File: src/verilog/mtsf_map.svh
`ifndef MTSF_MAP_SVH
`define MTSF_MAP_SVH
// Notes on behaviour
// - deferred_flag bit 9 set on first-attempt deferral, cleared by later collisions
// - deferred and late-collision flags clear after status word write-back
// - no_carrier_flag bit 8 set at preamble start, cleared when carrier seen
// - carrier watched from delimiter to last byte; carrier flags never abort
// - in mac loopback no-carrier stays set while receive line is idle
// - carrier_lost_flag bit 7 set when carrier drops or absent during send
// - mac loopback reports carrier_lost_flag set once the send reaches the frame window (delimiter done)
// - sixteenth collision sets excess_collisions_flag bit 6 and aborts
// - collision after 51.2 us from origin sets late_collision_flag bit 5, backs off
// - monitored_bad_flag bit 3 on bad crc, alignment or unmatched source address
// - receive crc checker stays active during transmit
// - with fcs_inhibit set monitored_bad_flag reads low
// - monitored_bad_flag is zero in all loopback modes
// - fifo empty before bus regained sets tx_underrun_flag bit 2 and aborts
// - size mismatch of descriptor sets size_mismatch_flag bit 1 and aborts
// - excessive collisions also set size_mismatch_flag
// - tx_ok_flag bit 0 only without excess collisions, excess deferral, underrun, mismatch
// - control bit 14 picks late window origin: 0 after delimiter, 1 from preamble start
// - control bit 13 clear appends 4-byte fcs, set omits it
// - excess_deferral_flag bit 10 after 3.2 ms deferring, aborts, only if timer enabled
`define MTSF_ADDR_CTRL 4'h0
`define MTSF_ADDR_STAT 4'h1
`define MTSF_ADDR_WB 4'h2
`define MTSF_BIT_OK 0
`define MTSF_BIT_BCM 1
`define MTSF_BIT_FU 2
`define MTSF_BIT_MB 3
`define MTSF_BIT_ZERO 4
`define MTSF_BIT_LC 5
`define MTSF_BIT_EXC 6
`define MTSF_BIT_CL 7
`define MTSF_BIT_NC 8
`define MTSF_BIT_DEF 9
`define MTSF_BIT_EXD 10
`define MTSF_BIT_DEFERRAL_TIMER_DISABLE 12
`define MTSF_BIT_FCSI 13
`define MTSF_BIT_ORG 14
`define MTSF_CTRL_MASK 16'h7000
`define MTSF_CTRL_RST 16'h0000
`define MTSF_CLK_MHZ 50
`define MTSF_SLOT_NS 51200
`define MTSF_SLOT_CYC (`MTSF_SLOT_NS * `MTSF_CLK_MHZ / 1000)
`define MTSF_DEFER_US 3200
`define MTSF_DEFER_CYC (`MTSF_DEFER_US * `MTSF_CLK_MHZ)
`define MTSF_COLL_MAX 16
`endif

File: src/verilog/mtsf_pkg.sv
package mtsf_pkg;
  typedef enum logic [1:0] {
    MTSF_IDLE,
    MTSF_PREAMBLE,
    MTSF_FRAME,
    MTSF_DONE
  } mtsf_state_t;
endpackage

File: src/verilog/mtsf_timer.sv
`timescale 1ns/1ns
module mtsf_timer #(
  parameter int W = 18
) (
  input wire logic clock_i,
  input wire logic rst_n_i,
  input wire logic ce_i,
  input wire logic clear_i,
  input wire logic run_i,
  input wire logic [W-1:0] limit_i,
  output logic expired_o
);
  typedef struct packed {
    logic [W-1:0] cnt;
    logic hit;
  } mtsf_tmr_t;
  mtsf_tmr_t s_q, s_d;
  always_comb begin
    s_d = s_q;
    if (clear_i) begin
      s_d = '0;
    end else if (run_i && !s_q.hit) begin
      if (s_q.cnt >= limit_i - 1'b1) begin
        s_d.hit = 1'b1;
      end else begin
        s_d.cnt = s_q.cnt + 1'b1;
      end
    end
  end
  always_ff @(posedge clock_i or negedge rst_n_i) begin
    if (!rst_n_i) begin
      s_q <= '0;
    end else if (ce_i) begin
      s_q <= s_d;
    end
  end
  assign expired_o = s_q.hit;
endmodule

File: src/verilog/mtsf_top.sv
`timescale 1ns/1ns
`include "mtsf_map.svh"
module mtsf_top
  import mtsf_pkg::*;
#(
  parameter int DEFER_CYCLES = `MTSF_DEFER_CYC,
  parameter int SLOT_CYCLES = `MTSF_SLOT_CYC,
  parameter int COLL_MAX = `MTSF_COLL_MAX
) (
  input wire logic clock_i,
  input wire logic rst_n_i,
  input wire logic ce_i,
  input wire logic [3:0] reg_addr_i,
  input wire logic [15:0] reg_wdata_i,
  input wire logic reg_wr_i,
  input wire logic reg_rd_i,
  output logic [15:0] reg_rdata_o,
  input wire logic mac_loopback_i,
  input wire logic any_loopback_i,
  input wire logic rx_line_active_i,
  input wire logic tx_start_i,
  input wire logic defer_i,
  input wire logic first_attempt_i,
  input wire logic preamble_i,
  input wire logic sfd_done_i,
  input wire logic last_byte_i,
  input wire logic crs_i,
  input wire logic collision_i,
  input wire logic fifo_empty_i,
  input wire logic bus_granted_i,
  input wire logic size_mismatch_i,
  input wire logic mon_valid_i,
  input wire logic mon_crc_bad_i,
  input wire logic mon_align_err_i,
  input wire logic mon_sa_miss_i,
  input wire logic status_written_i,
  output logic abort_o,
  output logic backoff_o,
  output logic append_fcs_o,
  output logic rx_crc_enable_o,
  output logic status_valid_o,
  output logic [15:0] tx_desc_status_word_o
);
  // one width serves both timers, so it must hold the larger limit
  localparam int SW = $clog2((DEFER_CYCLES > SLOT_CYCLES ? DEFER_CYCLES : SLOT_CYCLES) + 1);

  typedef struct packed {
    mtsf_state_t st;
    logic [15:0] ctrl;
    logic deferred_flag;
    logic no_carrier_flag;
    logic carrier_lost_flag;
    logic excess_collisions_flag;
    logic late_collision_flag;
    logic monitored_bad_flag;
    logic tx_underrun_flag;
    logic size_mismatch_flag;
    logic tx_ok_flag;
    logic excess_deferral_flag;
    logic [4:0] coll_cnt;
    logic crs_seen;
    logic origin_open;
    logic late_open;
    logic abort;
    logic backoff;
    logic wb_pending;
    logic [15:0] wb_word;
    logic [15:0] rdata;
  } mtsf_regs_t;

  mtsf_regs_t s_q, s_d;
  logic slot_hit, defer_hit, slot_clr, defer_clr;
  logic [15:0] live_word;

  // slot timer runs only once its origin point has passed
  mtsf_timer #(.W(SW)) u_slot (
    .clock_i(clock_i),
    .rst_n_i(rst_n_i),
    .ce_i(ce_i),
    .clear_i(slot_clr),
    .run_i(s_q.origin_open),
    .limit_i(SW'(SLOT_CYCLES)),
    .expired_o(slot_hit)
  );

  mtsf_timer #(.W(SW)) u_defer (
    .clock_i(clock_i),
    .rst_n_i(rst_n_i),
    .ce_i(ce_i),
    .clear_i(defer_clr),
    .run_i(defer_i && s_q.st == MTSF_IDLE),
    .limit_i(SW'(DEFER_CYCLES)),
    .expired_o(defer_hit)
  );

  always_comb begin
    live_word = '0;
    live_word[`MTSF_BIT_EXD] = s_q.excess_deferral_flag;
    live_word[`MTSF_BIT_DEF] = s_q.deferred_flag;
    live_word[`MTSF_BIT_NC] = s_q.no_carrier_flag;
    live_word[`MTSF_BIT_CL] = s_q.carrier_lost_flag;
    live_word[`MTSF_BIT_EXC] = s_q.excess_collisions_flag;
    live_word[`MTSF_BIT_LC] = s_q.late_collision_flag;
    live_word[`MTSF_BIT_MB] = s_q.monitored_bad_flag;
    live_word[`MTSF_BIT_FU] = s_q.tx_underrun_flag;
    live_word[`MTSF_BIT_BCM] = s_q.size_mismatch_flag;
    live_word[`MTSF_BIT_OK] = s_q.tx_ok_flag;
    live_word = live_word | (s_q.ctrl & `MTSF_CTRL_MASK);
  end

  assign slot_clr = tx_start_i || s_q.st == MTSF_IDLE;
  assign defer_clr = tx_start_i || !defer_i;

  always_comb begin
    s_d = s_q;
    s_d.abort = 1'b0;
    s_d.backoff = 1'b0;
    // register port, read data one cycle after the strobe
    s_d.rdata = '0;
    if (reg_rd_i) begin
      if (reg_addr_i == `MTSF_ADDR_CTRL) begin
        s_d.rdata = live_word;
      end else if (reg_addr_i == `MTSF_ADDR_STAT) begin
        s_d.rdata = {14'h0000, s_q.st};
      end else if (reg_addr_i == `MTSF_ADDR_WB) begin
        s_d.rdata = s_q.wb_word;
      end
    end
    if (reg_wr_i && reg_addr_i == `MTSF_ADDR_CTRL) begin
      s_d.ctrl = reg_wdata_i & `MTSF_CTRL_MASK;
    end
    case (s_q.st)
      MTSF_IDLE: begin
        if (tx_start_i) begin
          s_d.coll_cnt = '0;
          s_d.excess_collisions_flag = 1'b0;
          s_d.late_collision_flag = 1'b0;
          s_d.monitored_bad_flag = 1'b0;
          s_d.tx_underrun_flag = 1'b0;
          s_d.size_mismatch_flag = 1'b0;
          s_d.tx_ok_flag = 1'b0;
          s_d.excess_deferral_flag = 1'b0;
          s_d.carrier_lost_flag = 1'b0;
          s_d.deferred_flag = defer_i && first_attempt_i;
        end else if (defer_i && first_attempt_i) begin
          s_d.deferred_flag = 1'b1;
        end
        if (preamble_i) begin
          s_d.st = MTSF_PREAMBLE;
          s_d.no_carrier_flag = 1'b1;
          s_d.crs_seen = 1'b0;
          s_d.origin_open = s_q.ctrl[`MTSF_BIT_ORG];
        end
        if (size_mismatch_i) begin
          s_d.size_mismatch_flag = 1'b1;
          s_d.abort = 1'b1;
          s_d.st = MTSF_DONE;
        end
      end
      MTSF_PREAMBLE: begin
        if (sfd_done_i) begin
          s_d.st = MTSF_FRAME;
          s_d.origin_open = 1'b1;
        end
      end
      MTSF_FRAME: begin
        // carrier is sampled in the frame window only, and never aborts
        if (crs_i && !(mac_loopback_i && !rx_line_active_i)) begin
          s_d.no_carrier_flag = 1'b0;
          s_d.crs_seen = 1'b1;
        end
        if (!crs_i || mac_loopback_i) begin
          s_d.carrier_lost_flag = 1'b1;
        end
        if (last_byte_i) begin
          s_d.st = MTSF_DONE;
          s_d.tx_ok_flag = 1'b1;
        end
      end
      default: begin
      end
    endcase
    // excess deferral counts only while the timer is enabled; after the state case
    // so that the set wins over a start-of-packet clear in the same cycle
    if (defer_hit && !s_q.ctrl[`MTSF_BIT_DEFERRAL_TIMER_DISABLE] && !s_q.excess_deferral_flag) begin
      s_d.excess_deferral_flag = 1'b1;
      s_d.abort = 1'b1;
      s_d.st = MTSF_DONE;
    end
    if (s_q.st != MTSF_IDLE && s_q.st != MTSF_DONE) begin
      if (collision_i) begin
        s_d.deferred_flag = 1'b0;
        s_d.backoff = 1'b1;
        s_d.st = MTSF_IDLE;
        s_d.origin_open = 1'b0;
        if (slot_hit) begin
          s_d.late_collision_flag = 1'b1;
        end
        s_d.coll_cnt = s_q.coll_cnt + 5'd1;
        if (s_q.coll_cnt == 5'(COLL_MAX - 1)) begin
          s_d.excess_collisions_flag = 1'b1;
          s_d.size_mismatch_flag = 1'b1;
          s_d.abort = 1'b1;
          s_d.backoff = 1'b0;
          s_d.st = MTSF_DONE;
        end
      end else if (fifo_empty_i && !bus_granted_i) begin
        s_d.tx_underrun_flag = 1'b1;
        s_d.abort = 1'b1;
        s_d.st = MTSF_DONE;
      end
    end
    // self-monitoring through the always-on receive checker
    if (mon_valid_i && !any_loopback_i && !s_q.ctrl[`MTSF_BIT_FCSI]) begin
      if (mon_crc_bad_i || mon_align_err_i || mon_sa_miss_i) begin
        s_d.monitored_bad_flag = 1'b1;
      end
    end
    if (s_q.st == MTSF_DONE && !s_q.wb_pending) begin
      if (s_d.excess_collisions_flag || s_d.excess_deferral_flag ||
          s_d.tx_underrun_flag || s_d.size_mismatch_flag) begin
        s_d.tx_ok_flag = 1'b0;
      end
      s_d.wb_word = live_word;
      s_d.wb_word[`MTSF_BIT_OK] = s_d.tx_ok_flag;
      s_d.wb_word[`MTSF_BIT_ZERO] = 1'b0;
      s_d.wb_pending = 1'b1;
    end
    if (s_q.wb_pending && status_written_i) begin
      s_d.wb_pending = 1'b0;
      s_d.st = MTSF_IDLE;
      s_d.deferred_flag = 1'b0;
      s_d.late_collision_flag = 1'b0;
    end
  end

  always_ff @(posedge clock_i or negedge rst_n_i) begin
    if (!rst_n_i) begin
      s_q <= '0;
      s_q.st <= MTSF_IDLE;
      s_q.ctrl <= `MTSF_CTRL_RST;
    end else if (ce_i) begin
      s_q <= s_d;
    end
  end

  assign reg_rdata_o = s_q.rdata;
  assign abort_o = s_q.abort;
  assign backoff_o = s_q.backoff;
  assign append_fcs_o = !s_q.ctrl[`MTSF_BIT_FCSI];
  assign rx_crc_enable_o = 1'b1;
  assign status_valid_o = s_q.wb_pending;
  assign tx_desc_status_word_o = s_q.wb_word;
endmodule

File: config.mk
export PLATFORM = sky130hd
export DESIGN_NAME = mtsf_top
export DESIGN_NICKNAME = d
export VERILOG_FILES = /design/src/verilog/mtsf_pkg.sv /design/src/verilog/mtsf_timer.sv /design/src/verilog/mtsf_top.sv
export VERILOG_INCLUDE_DIRS = /design/src /design/src/verilog
export SDC_FILE = /design/constraint.sdc
export NUM_CORES = 1
export LEC_CHECK = 0
export BUFFER_PORTS_ARGS = -buffer_cell sky130_fd_sc_hd__buf_4
export CORE_MARGIN = 1.5
export CORE_UTILIZATION = 32
export CTS_CLUSTER_DIAMETER = 30
export CTS_CLUSTER_SIZE = 25
export DETAILED_ROUTE_END_ITERATION = 10
export MAX_ROUTING_LAYER = met4
export PLACE_DENSITY_LB_ADDON = 0.12
export SETUP_SLACK_MARGIN = 0.4
export SLEW_MARGIN = 20
export SYNTH_ARGS = -nofsm -noshare
export SYNTH_HDL_FRONTEND = slang
export SYNTH_HIERARCHICAL = 1
export SYNTH_SLANG_ARGS = --single-unit
export TNS_END_PERCENT = 5
File: constraint.sdc
create_clock -name clock_i -period 5.17 [get_ports clock_i]
set_input_delay 0.517 -clock clock_i [delete_from_list [all_inputs] [get_ports clock_i]]
set_output_delay 0.517 -clock clock_i [all_outputs]
set_load 0.03 [all_outputs]
# ---- Yosys cells after proc, flatten, opt, wreduce, memory -nomap -nowiden
# Cells that the tools add are included.
dict set report op_classes {
  n_bitwise 1
  n_eq_ne 13
  n_reduce_logical 53
  magnitude_cmp 2
  addsub 3
  n_mux 71
}
# op count
set ops {}
lappend ops {{$mux W19} 4}
lappend ops {{$mux W16} 4}
lappend ops {{$add A18 B1 Y18 const B} 2}
lappend ops {{$mux W1} 36}
lappend ops {{$mux W18} 2}
lappend ops {{$mux W2} 15}
lappend ops {{$ge A18 B12 Y1 const B} 1}
lappend ops {{$ge A18 B18 Y1 const B} 1}
lappend ops {{$mux W17} 1}
lappend ops {{$logic_and A1 B1 Y1} 15}
lappend ops {{$mux W5} 3}
lappend ops {{$or A11 B15 Y15} 1}
lappend ops {{$ne A2 B2 Y1 const B} 7}
lappend ops {{$reduce_bool A2 Y1} 7}
lappend ops {{$mux W13} 1}
lappend ops {{$logic_not A1 Y1} 12}
lappend ops {{$reduce_and A3 Y1} 4}
lappend ops {{$logic_or A1 B1 Y1} 8}
lappend ops {{$reduce_and A4 Y1} 2}
lappend ops {{$mux W6} 1}
lappend ops {{$pmux W2 S3} 1}
lappend ops {{$reduce_and A2 Y1} 3}
lappend ops {{$add A5 B1 Y5 const B} 1}
lappend ops {{$eq A5 B4 Y1 const B} 1}
lappend ops {{8 further kinds} 10}
dict set report totals {
  in_bits 44
  output_inout_bits 37
  wordCells 166
  reg_bits 93
}

# ---- Depth between registers and ports, before layout
# Gate-level depths: netlist of the first run.
dict set report depth {
  depth_word 12
  depth_mapped 16
  mapped_depth_nobuf 14
}

# ---- Hierarchy
# Netlist of the first run, hierarchy kept.
# module n_inst cells_each area_per_inst_um2
set modules_own_cells {}
lappend modules_own_cells {mtsf_top 1 280 2727.6}
lappend modules_own_cells {{mtsf_timer (u_slot)} 1 220 1895.6}
lappend modules_own_cells {{mtsf_timer (u_defer)} 1 211 1793.0}

# ---- Least setup slack after synthesis of the first run
# No wires, ideal clock.
dict set report synth_timing {
  path_type {register -> register}
  from {reg s_q[69] in the netlist's numbering}
  to {reg u_slot/s_q[1] in the netlist's numbering}
  t_required_ps 5045
  path_slack_ps 2868
  t_arrival_ps 2177
  n_path_buf 2
  path_stages_with_launch 10
  path_cell_list {dfrtp_1 -> inv_1 -> ha_1 -> buf_2 -> or2_2 -> o21a_1 -> nand2_1 -> clkbuf_1 -> nor2_1 -> mux2_2}
}
dict set report synth_via {
  elab_chain_len 4
  word_cells_on_any_way 6
}
# element line
set synth_rtl {}
lappend synth_rtl {{from (decl)} mtsf_top.sv:71} ;# mtsf_regs_t s_q, s_d;
lappend synth_rtl {{$logic_not A2 Y1 (*)} mtsf_top.sv:111} ;# assign slot_clr = tx_start_i || s_q.st == MTSF_IDLE;
lappend synth_rtl {{$logic_or A1 B1 Y1 (*)} mtsf_top.sv:111}
lappend synth_rtl {{via slot_clr} mtsf_top.sv:72} ;# logic slot_hit, defer_hit, slot_clr, defer_clr;
lappend synth_rtl {{$ne A2 B2 Y1 (no source line) or $reduce_bool A2 Y1 (tied branches)} n/a}
lappend synth_rtl {{$reduce_and A3 Y1 (no source line)} n/a}
lappend synth_rtl {{to (signal assigned)} mtsf_timer.sv:32} ;# s_q <= '0;
lappend synth_rtl {{to (signal assigned)} mtsf_timer.sv:34} ;# s_q <= s_d;
lappend synth_rtl {{to (decl)} mtsf_timer.sv:17} ;# mtsf_tmr_t s_q, s_d;
# The timed path passes the listed nets; every way through them passes the cells marked *.
# A chain may end at the register's enable or synchronous reset.

# ---- Final worst setup path of the first run
dict set report layout_timing {
  from {reg s_q[69] in the netlist's numbering}
  to {reg u_slot/s_q[15] in the netlist's numbering}
}
# Same word-level chain as after synthesis.

==> reports/results.tsv, run 1 <==
metric	value	unit
setup_tns	0	ps
p_leak	3.667	nW
tightest_slew	997.1	ps
hpwl	11210	µm
cts_buffers	9	
port_buffers	60	
synthFlopType	dfrtp_1	
ys_seq_area_frac	0.3432	
yosys-top-cells-area	dfrtp_1 (34%), ha_1 (9.2%), nand2_1 (5.0%), buf_4 (4.0%), xnor2_1 (2.9%)	
grt_start_max_net_pins	46	
timing.final.crit_period	2957	ps
worstPathRequired	5450	ps
cts_buffer_depth	2	
rows	51	
ys_ff_latch	88	
cts_tree	yes	
grtUsageTotal	0.1600	
yosysWarnings	6	
drt.antenna.violating_nets	0	
wl_per_cell	13.49	µm
fp.dieW	144.6	µm
fin_total_pwr	2.309	mW
finalCritPeriodShare	0.5720	
synthArstFlopShare	1.000	
synth_top_area_cell	dfrtp_1	
post_cts_buffers	0	
nNetsFinal	938	
rsz0062_at_grt	no	
syn_area_per_cell	9.024	µm²
synth_area	6416	µm²
synth_top_area_share	0.3432	
drtIter0Drc	289	
cts_root_buffer	clkbuf_16	
drcViolationCount	0	
vdd_ir_drop_max	176.4	µV
avgViaCountPerCell	4.805	
cts_resized	0	
hold_buffers	0	
pre_cts_ws	2217	ps
synth_cell_type_count	73	
h-tree-depth	3	
routabilityCongestion	0.8125	
insertion_delay	350	ps
dr_total_vias	5362	
drv_cap	0	
p_per_area	303.4	nW/µm²
hold_path.class	input port to asynchronous set/reset pin	
max_freq	0.3382	GHz
die_h	144.6	µm
synth-edff-count	0	
grt-ovfl-total	0	
grt_pass1_wl	25500	µm
firstDrtPassIters	4	
end_kind	flip-flop	
drive_gt1_frac	0.1340	
antenna_found_initial	0	
cp-start-kind	flip-flop	
timing.final.ws_setup	2213	ps
core_area	19590	µm²
cp_max_fo	14	
status	finished, final reports clean	
synth_cells	711	
drt_wl_total	15060	µm
worstPathArrival	3240	ps
slew_violations	0	
die_area	20910	µm²
hold_viol_final	0	
setup_violations	0	
start_util	0.3275	
area_growth	18.62	%
slew-limit-headroom	0.3340	
finClkSkew	12.50	ps
path_class	flip-flop to flip-flop	
worst_hold_slack	171.0	ps
clock_sinks	88	
synth.most_common_cell	dfrtp_1	
grt_pass1_vias	4999	
path_clk_slew	60	ps
rrSetupSlack	2210	ps
netlist_top_cells_count	dfrtp_1 (88), nand2_1 (86), ha_1 (47)	
ios	81	
antenna_cells	0	
==> cells by family (layout without fill, tap and decap cells) <==
logic type                 Yosys count  after routing  synth area share
AOI/OAI and AO/OA                  177            177            0.2048
xor gates and xnor gates            32             32           0.04368
adders and majority gates           47             47           0.09165
buffers and inverters               95            114           0.08073
DFF                                 88             88            0.3432
muxes                               13             13           0.02223
other                                2            123          0.001170
and+or+nand+nor                    257            257            0.2126
==> registers in the layout, summed over array words and instances, names as in the netlist <==
signal,flops
abort_o,1
backoff_o,1
reg_rdata_o,13
s_q,21
status_valid_o,1
tx_desc_status_word_o,13
u_defer/expired_o,1
u_defer/s_q,18
u_slot/expired_o,1
u_slot/s_q,18
==> through the flow <==
stage | utilization | instances | area (µm²)
after floorplan | - | 832 | 6870
after global placement | 0.3729 | 1101 | 7306
after detailed placement | 0.3729 | 1101 | 7306
after CTS | 0.3881 | 1116 | 7602
after global routing | 0.3885 | 1116 | 7611
final | 0.3885 | 1116 | 7611
==> report_power, final <==
part	leakage, nW	total [mW]	internal (mW)	switching [mW]
clock	0.148	0.662	0.385	0.278
sequential	1.19	0.916	0.797	0.119
combinational	2.33	0.731	0.286	0.444
total	3.67	2.31	1.47	0.841
==> per-layer routing <==
layer | up-vias | track usage | wire length (µm)
met1 | 2498 | 0.2109 | 7265
li1 | 2765 | - | -
met4 | 0 | 0.04944 | 257
met5 | - | - | 0
met2 | 83 | 0.2488 | 6974
met3 | 16 | 0.03013 | 561
==> worst max-delay path, stage by stage (launching register included) <==
cell and delay (ps):
dfrtp_1 450, inv_1 160, ha_1 370, or2_2 460
inv_1 390, nand2_1 450, nor4_1 370, a22oi_1 100
nand2_1 120
==> cells in the final DEF, fill, tap and decap left out, drive strengths merged, types with 8 or more instances in the layout <==
master / count
mux2: 10
o211ai: 13
o22ai: 14
nand3: 31
xor2: 11
o21ai: 25
buf: 65
nor4: 15
a22oi: 14
nand4: 14
a21oi: 28
or3: 9
dfrtp: 88
or4: 13
a211o: 8
nor2: 26
conb: 123
ha: 47
xnor2: 21
inv: 34
nand2: 86
and3: 10
o311ai: 8
clkbuf: 10
nor3: 21
==> layout make-up <==
cell class	instances	area [µm²]
clock buffer	10	239.0
clock inverter	5	57.56
inverter	34	127.6
timing repair buffer	65	488.0
multi-input combinational	649	4165
fill	2044	11980
sequential	88	2202
tap	265	331.6
==> path summary, 6_finish.rpt <==
check | from | end | depth (start not counted)
worst max-delay path | s_q[69] | u_slot/s_q[15] | 8
max in group asynchronous | rst_n_i | s_q[67] | 2
worst min register to register | s_q[42] | s_q[42] | 2
worst min-delay path | rst_n_i | s_q[42] | 1
worst max register to register | s_q[69] | u_slot/s_q[15] | 8
min in group clock_i | status_written_i | status_valid_o | 2
Note: power is estimated with default switching activity, not from simulation.
==> run 2: changes to the inputs <==
--- a/config.mk
+++ b/config.mk
@@ -6,6 +6,7 @@
 export SDC_FILE = /design/constraint.sdc
 export NUM_CORES = 1
 export LEC_CHECK = 0
+export ABC_AREA = 1
 export BUFFER_PORTS_ARGS = -buffer_cell sky130_fd_sc_hd__buf_4
 export CORE_MARGIN = 1.5
 export CORE_UTILIZATION = 32
==> constraint.sdc (replaced) <==
create_clock -name clock_i -period 2.61 [get_ports clock_i]
set_input_delay 0.261 -clock clock_i [delete_from_list [all_inputs] [get_ports clock_i]]
set_output_delay 0.261 -clock clock_i [all_outputs]
set_load 0.03 [all_outputs]
==> reports/results.tsv, run 2 <==
metric	value	unit	change
status	finished, final reports clean		
synthFlopType	dfrtp_1		
routabilityCongestion	0.8127		about the same
drt_wl_total	17820	µm	+18%
mostFrequentLayoutCell	nand2_1		
drtIter0Drc	267		-7.6%
clock_sinks	88		unchanged
antenna_cells	0		unchanged
drv_cap	0		unchanged
area_growth	16.49	%	
largest_register_ffs	21		unchanged
synth_top_area_cell	dfrtp_1		
die_h	153.6	µm	+6.3%
rsz0062_at_grt	yes		
max_freq	0.4951	GHz	+46%
crit_path_top_delay_cell	dfrtp_1		
p_int	2.943	mW	+100%
worstPathRequired	2890	ps	-2560 ps
path_clk_slew	70	ps	about the same
slew_violations	0		unchanged
netlist_top_cells_count	nand2_1 (283), inv_1 (134), nor2_1 (116)		
switching_share	0.3934		+0.02938
grtUsageTotal	0.1648		+0.004771
tightest_slew	635.2	ps	-361.9 ps
slew-limit-headroom	0.5759		+0.2419
finClkSkew	8.494	ps	-4.004 ps
rows	54		+5.9%
setup_tns	0	ps	unchanged
vdd_ir_drop_max	320.0	µV	+81%
synth.most_common_cell	nand2_1		
insertion_delay	350	ps	about the same
start_util	0.3297		+0.002177
hold_viol_final	0		unchanged
avgViaCountPerCell	4.350		-9.5%
critPathMaxStageDelay	380	ps	-80 ps
drive_gt1_frac	0.1216		-0.01234
cp_max_fo	19		+5
grt_pass1_wl	30590	µm	+20%
synth-edff-count	0		unchanged
ys_seq_area_frac	0.3032		-0.03997
post_cts_buffers	0		unchanged
fin_total_pwr	4.853	mW	+110%
netSwitchingPower	1.909	mW	+130%
synth_cell_type_count	46		-37%
top_regs	s_q x21, u_defer/s_q x18, u_slot/s_q x18		
ys_ff_latch	88		unchanged
path_class	flip-flop to flip-flop		
firstDrtPassIters	4		unchanged
ios	81		unchanged
synthArstFlopShare	1.000		unchanged
timing.final.crit_period	2020	ps	-937.5 ps
top_register	s_q		
nNetsFinal	1270		+35%
finalCritPeriodShare	0.7738		+0.2018
layout_common_cells	nand2_1 (283), inv_1 (134), nor2_1 (116), nand3_1 (104), conb_1 (100)		
grt-ovfl-total	0		unchanged
hpwl	13920	µm	+24%
drcViolationCount	0		unchanged
fp.dieW	153.6	µm	+6.3%
dr_total_vias	6368		+19%
yosysWarnings	6		unchanged
cts_tree	yes		
syn_area_per_cell	6.910	µm²	-23%
p_leak	4.444	nW	+21%
grt_pass1_vias	6141		+23%
cts_buffer_depth	2		unchanged
core_area	22030	µm²	+12%
cp-start-kind	flip-flop		
antenna_found_initial	0		unchanged
wl_per_cell	12.17	µm	-9.8%
power_frac_seq	0.360		-0.037
grt_start_max_net_pins	37		-20%
hold_path.class	input port to flip-flop		
die_area	23610	µm²	+13%
port_buffers	60		unchanged
synth_top_area_share	0.3032		-0.03997
p_per_area	573.6	nW/µm²	+89%
drt.antenna.violating_nets	0		unchanged
setup_violations	0		unchanged
cts_buffers	9		unchanged
end_kind	flip-flop		
synth_area	7262	µm²	+13%
synth_cells	1051		+48%
worstPathArrival	2300	ps	-940 ps
p_clk_frac	0.286		about the same
yosys-top-cells-area	dfrtp_1 (30%), nand2_1 (15%), ha_1 (8.1%), nand3_1 (7.2%), inv_1 (6.9%)		
cts_root_buffer	clkbuf_16		
worstPathCellList	inv_1 > ha_1 > nand2_1 > inv_1 > a21oi_1 > nor2_4 > nand3_4 > inv_1 > nand2_1 > nand2_1		
power_frac_comb	0.354		+0.038
h-tree-depth	3		unchanged
==> run 2: cell types whose count changed in the layout (fill, tap and decap cells not counted), sizes merged, moves of 23 or more <==
cell | previous run | this run
nand3 | 31 | 113
nand2 | 86 | 300
inv | 34 | 140
conb | 123 | 100
o21ai | 25 | 48
nor2 | 26 | 133
==> run 2: power by group through the flow <==
stage	Combinational, mW	Sequential, mW	Clock (mW)
CTS	1.73	1.75	1.42
global placement	1.72	1.77	0
finish	1.72	1.75	1.39
floorplan	1.31	1.78	0
detailed placement	1.72	1.78	0
global route	1.95	1.78	1.47
==> run 2: worst paths after layout <==
path                                                 end             start  slack, ps  cells after the start
worst max-delay path                     u_defer/s_q[14]           s_q[69]        590                     10
worst min-delay path                      status_valid_o  status_written_i        160                      4
worst max register to register           u_defer/s_q[14]           s_q[69]        590                     10
worst min register to register  tx_desc_status_word_o[2]           s_q[46]        480                      2
min in group asynchronous                reg_rdata_o[13]           rst_n_i        420                      2
max in group asynchronous              u_defer/expired_o           rst_n_i       1530                      3
==> run 2: repair_timing <==
item,in CTS,in global routing
gates resized for setup,0,2
endpoints found under the setup margin,0,32
hold endpoints to repair,34,0
hold buffers,1,0
==> run 2: stage by stage <==
stage	std cells	hold slack [ps]	setup WS (ps)	instance area [µm²]	util
after floorplan	1149	-34.59	722.5	7630	-
after global placement	1447	260.6	523.4	8124	0.3688
after detailed placement	1447	264.4	503.3	8124	0.3688
after CTS	1464	147.6	491.5	8449	0.3836
after global routing	1464	169.0	381.6	8459	0.3841
final	1464	158.3	590.3	8459	0.3841
==> run 2: metal layers <==
metal	GRT usage	vias to the layer above	wire length, µm
met1	0.2238	2764	9289
met5	-	-	0
met4	0.03745	0	172
li1	-	3495	-
met2	0.2618	96	7811
met3	0.02086	13	545
==> run 2: cell type report <==
class | count | area [µm²]
clock buffer | 10 | 239.0
sequential | 88 | 2202
tap | 280 | 350.3
clock inverter | 6 | 76.32
timing repair buffer | 69 | 533.0
inverter | 139 | 521.8
multi-input combinational | 872 | 4537
fill | 2373 | 13570
==> run 2: critical path: cells and delay by family, from the launching register on <==
kind	cells	cell delay, ps
buffers and inverters	3	320
AND/OR/NAND/NOR	5	790
adder cells (fa/ha/maj)	1	360
flip-flops	1	380
AO/OA/AOI/OAI	1	90
==> run 2: cells by family (layout without fill, tap and decap cells) <==
kind of cell / Yosys count / after routing / synth area share
AOI/OAI and AO/OA: 104 / 104 / 0.07805
other: 2 / 100 / 0.001034
adders and majority gates: 47 / 47 / 0.08098
and+or+nand+nor: 589 / 589 / 0.3741
DFF: 88 / 88 / 0.3032
buffers and inverters: 189 / 224 / 0.1240
xor gates and xnor gates: 32 / 32 / 0.03859
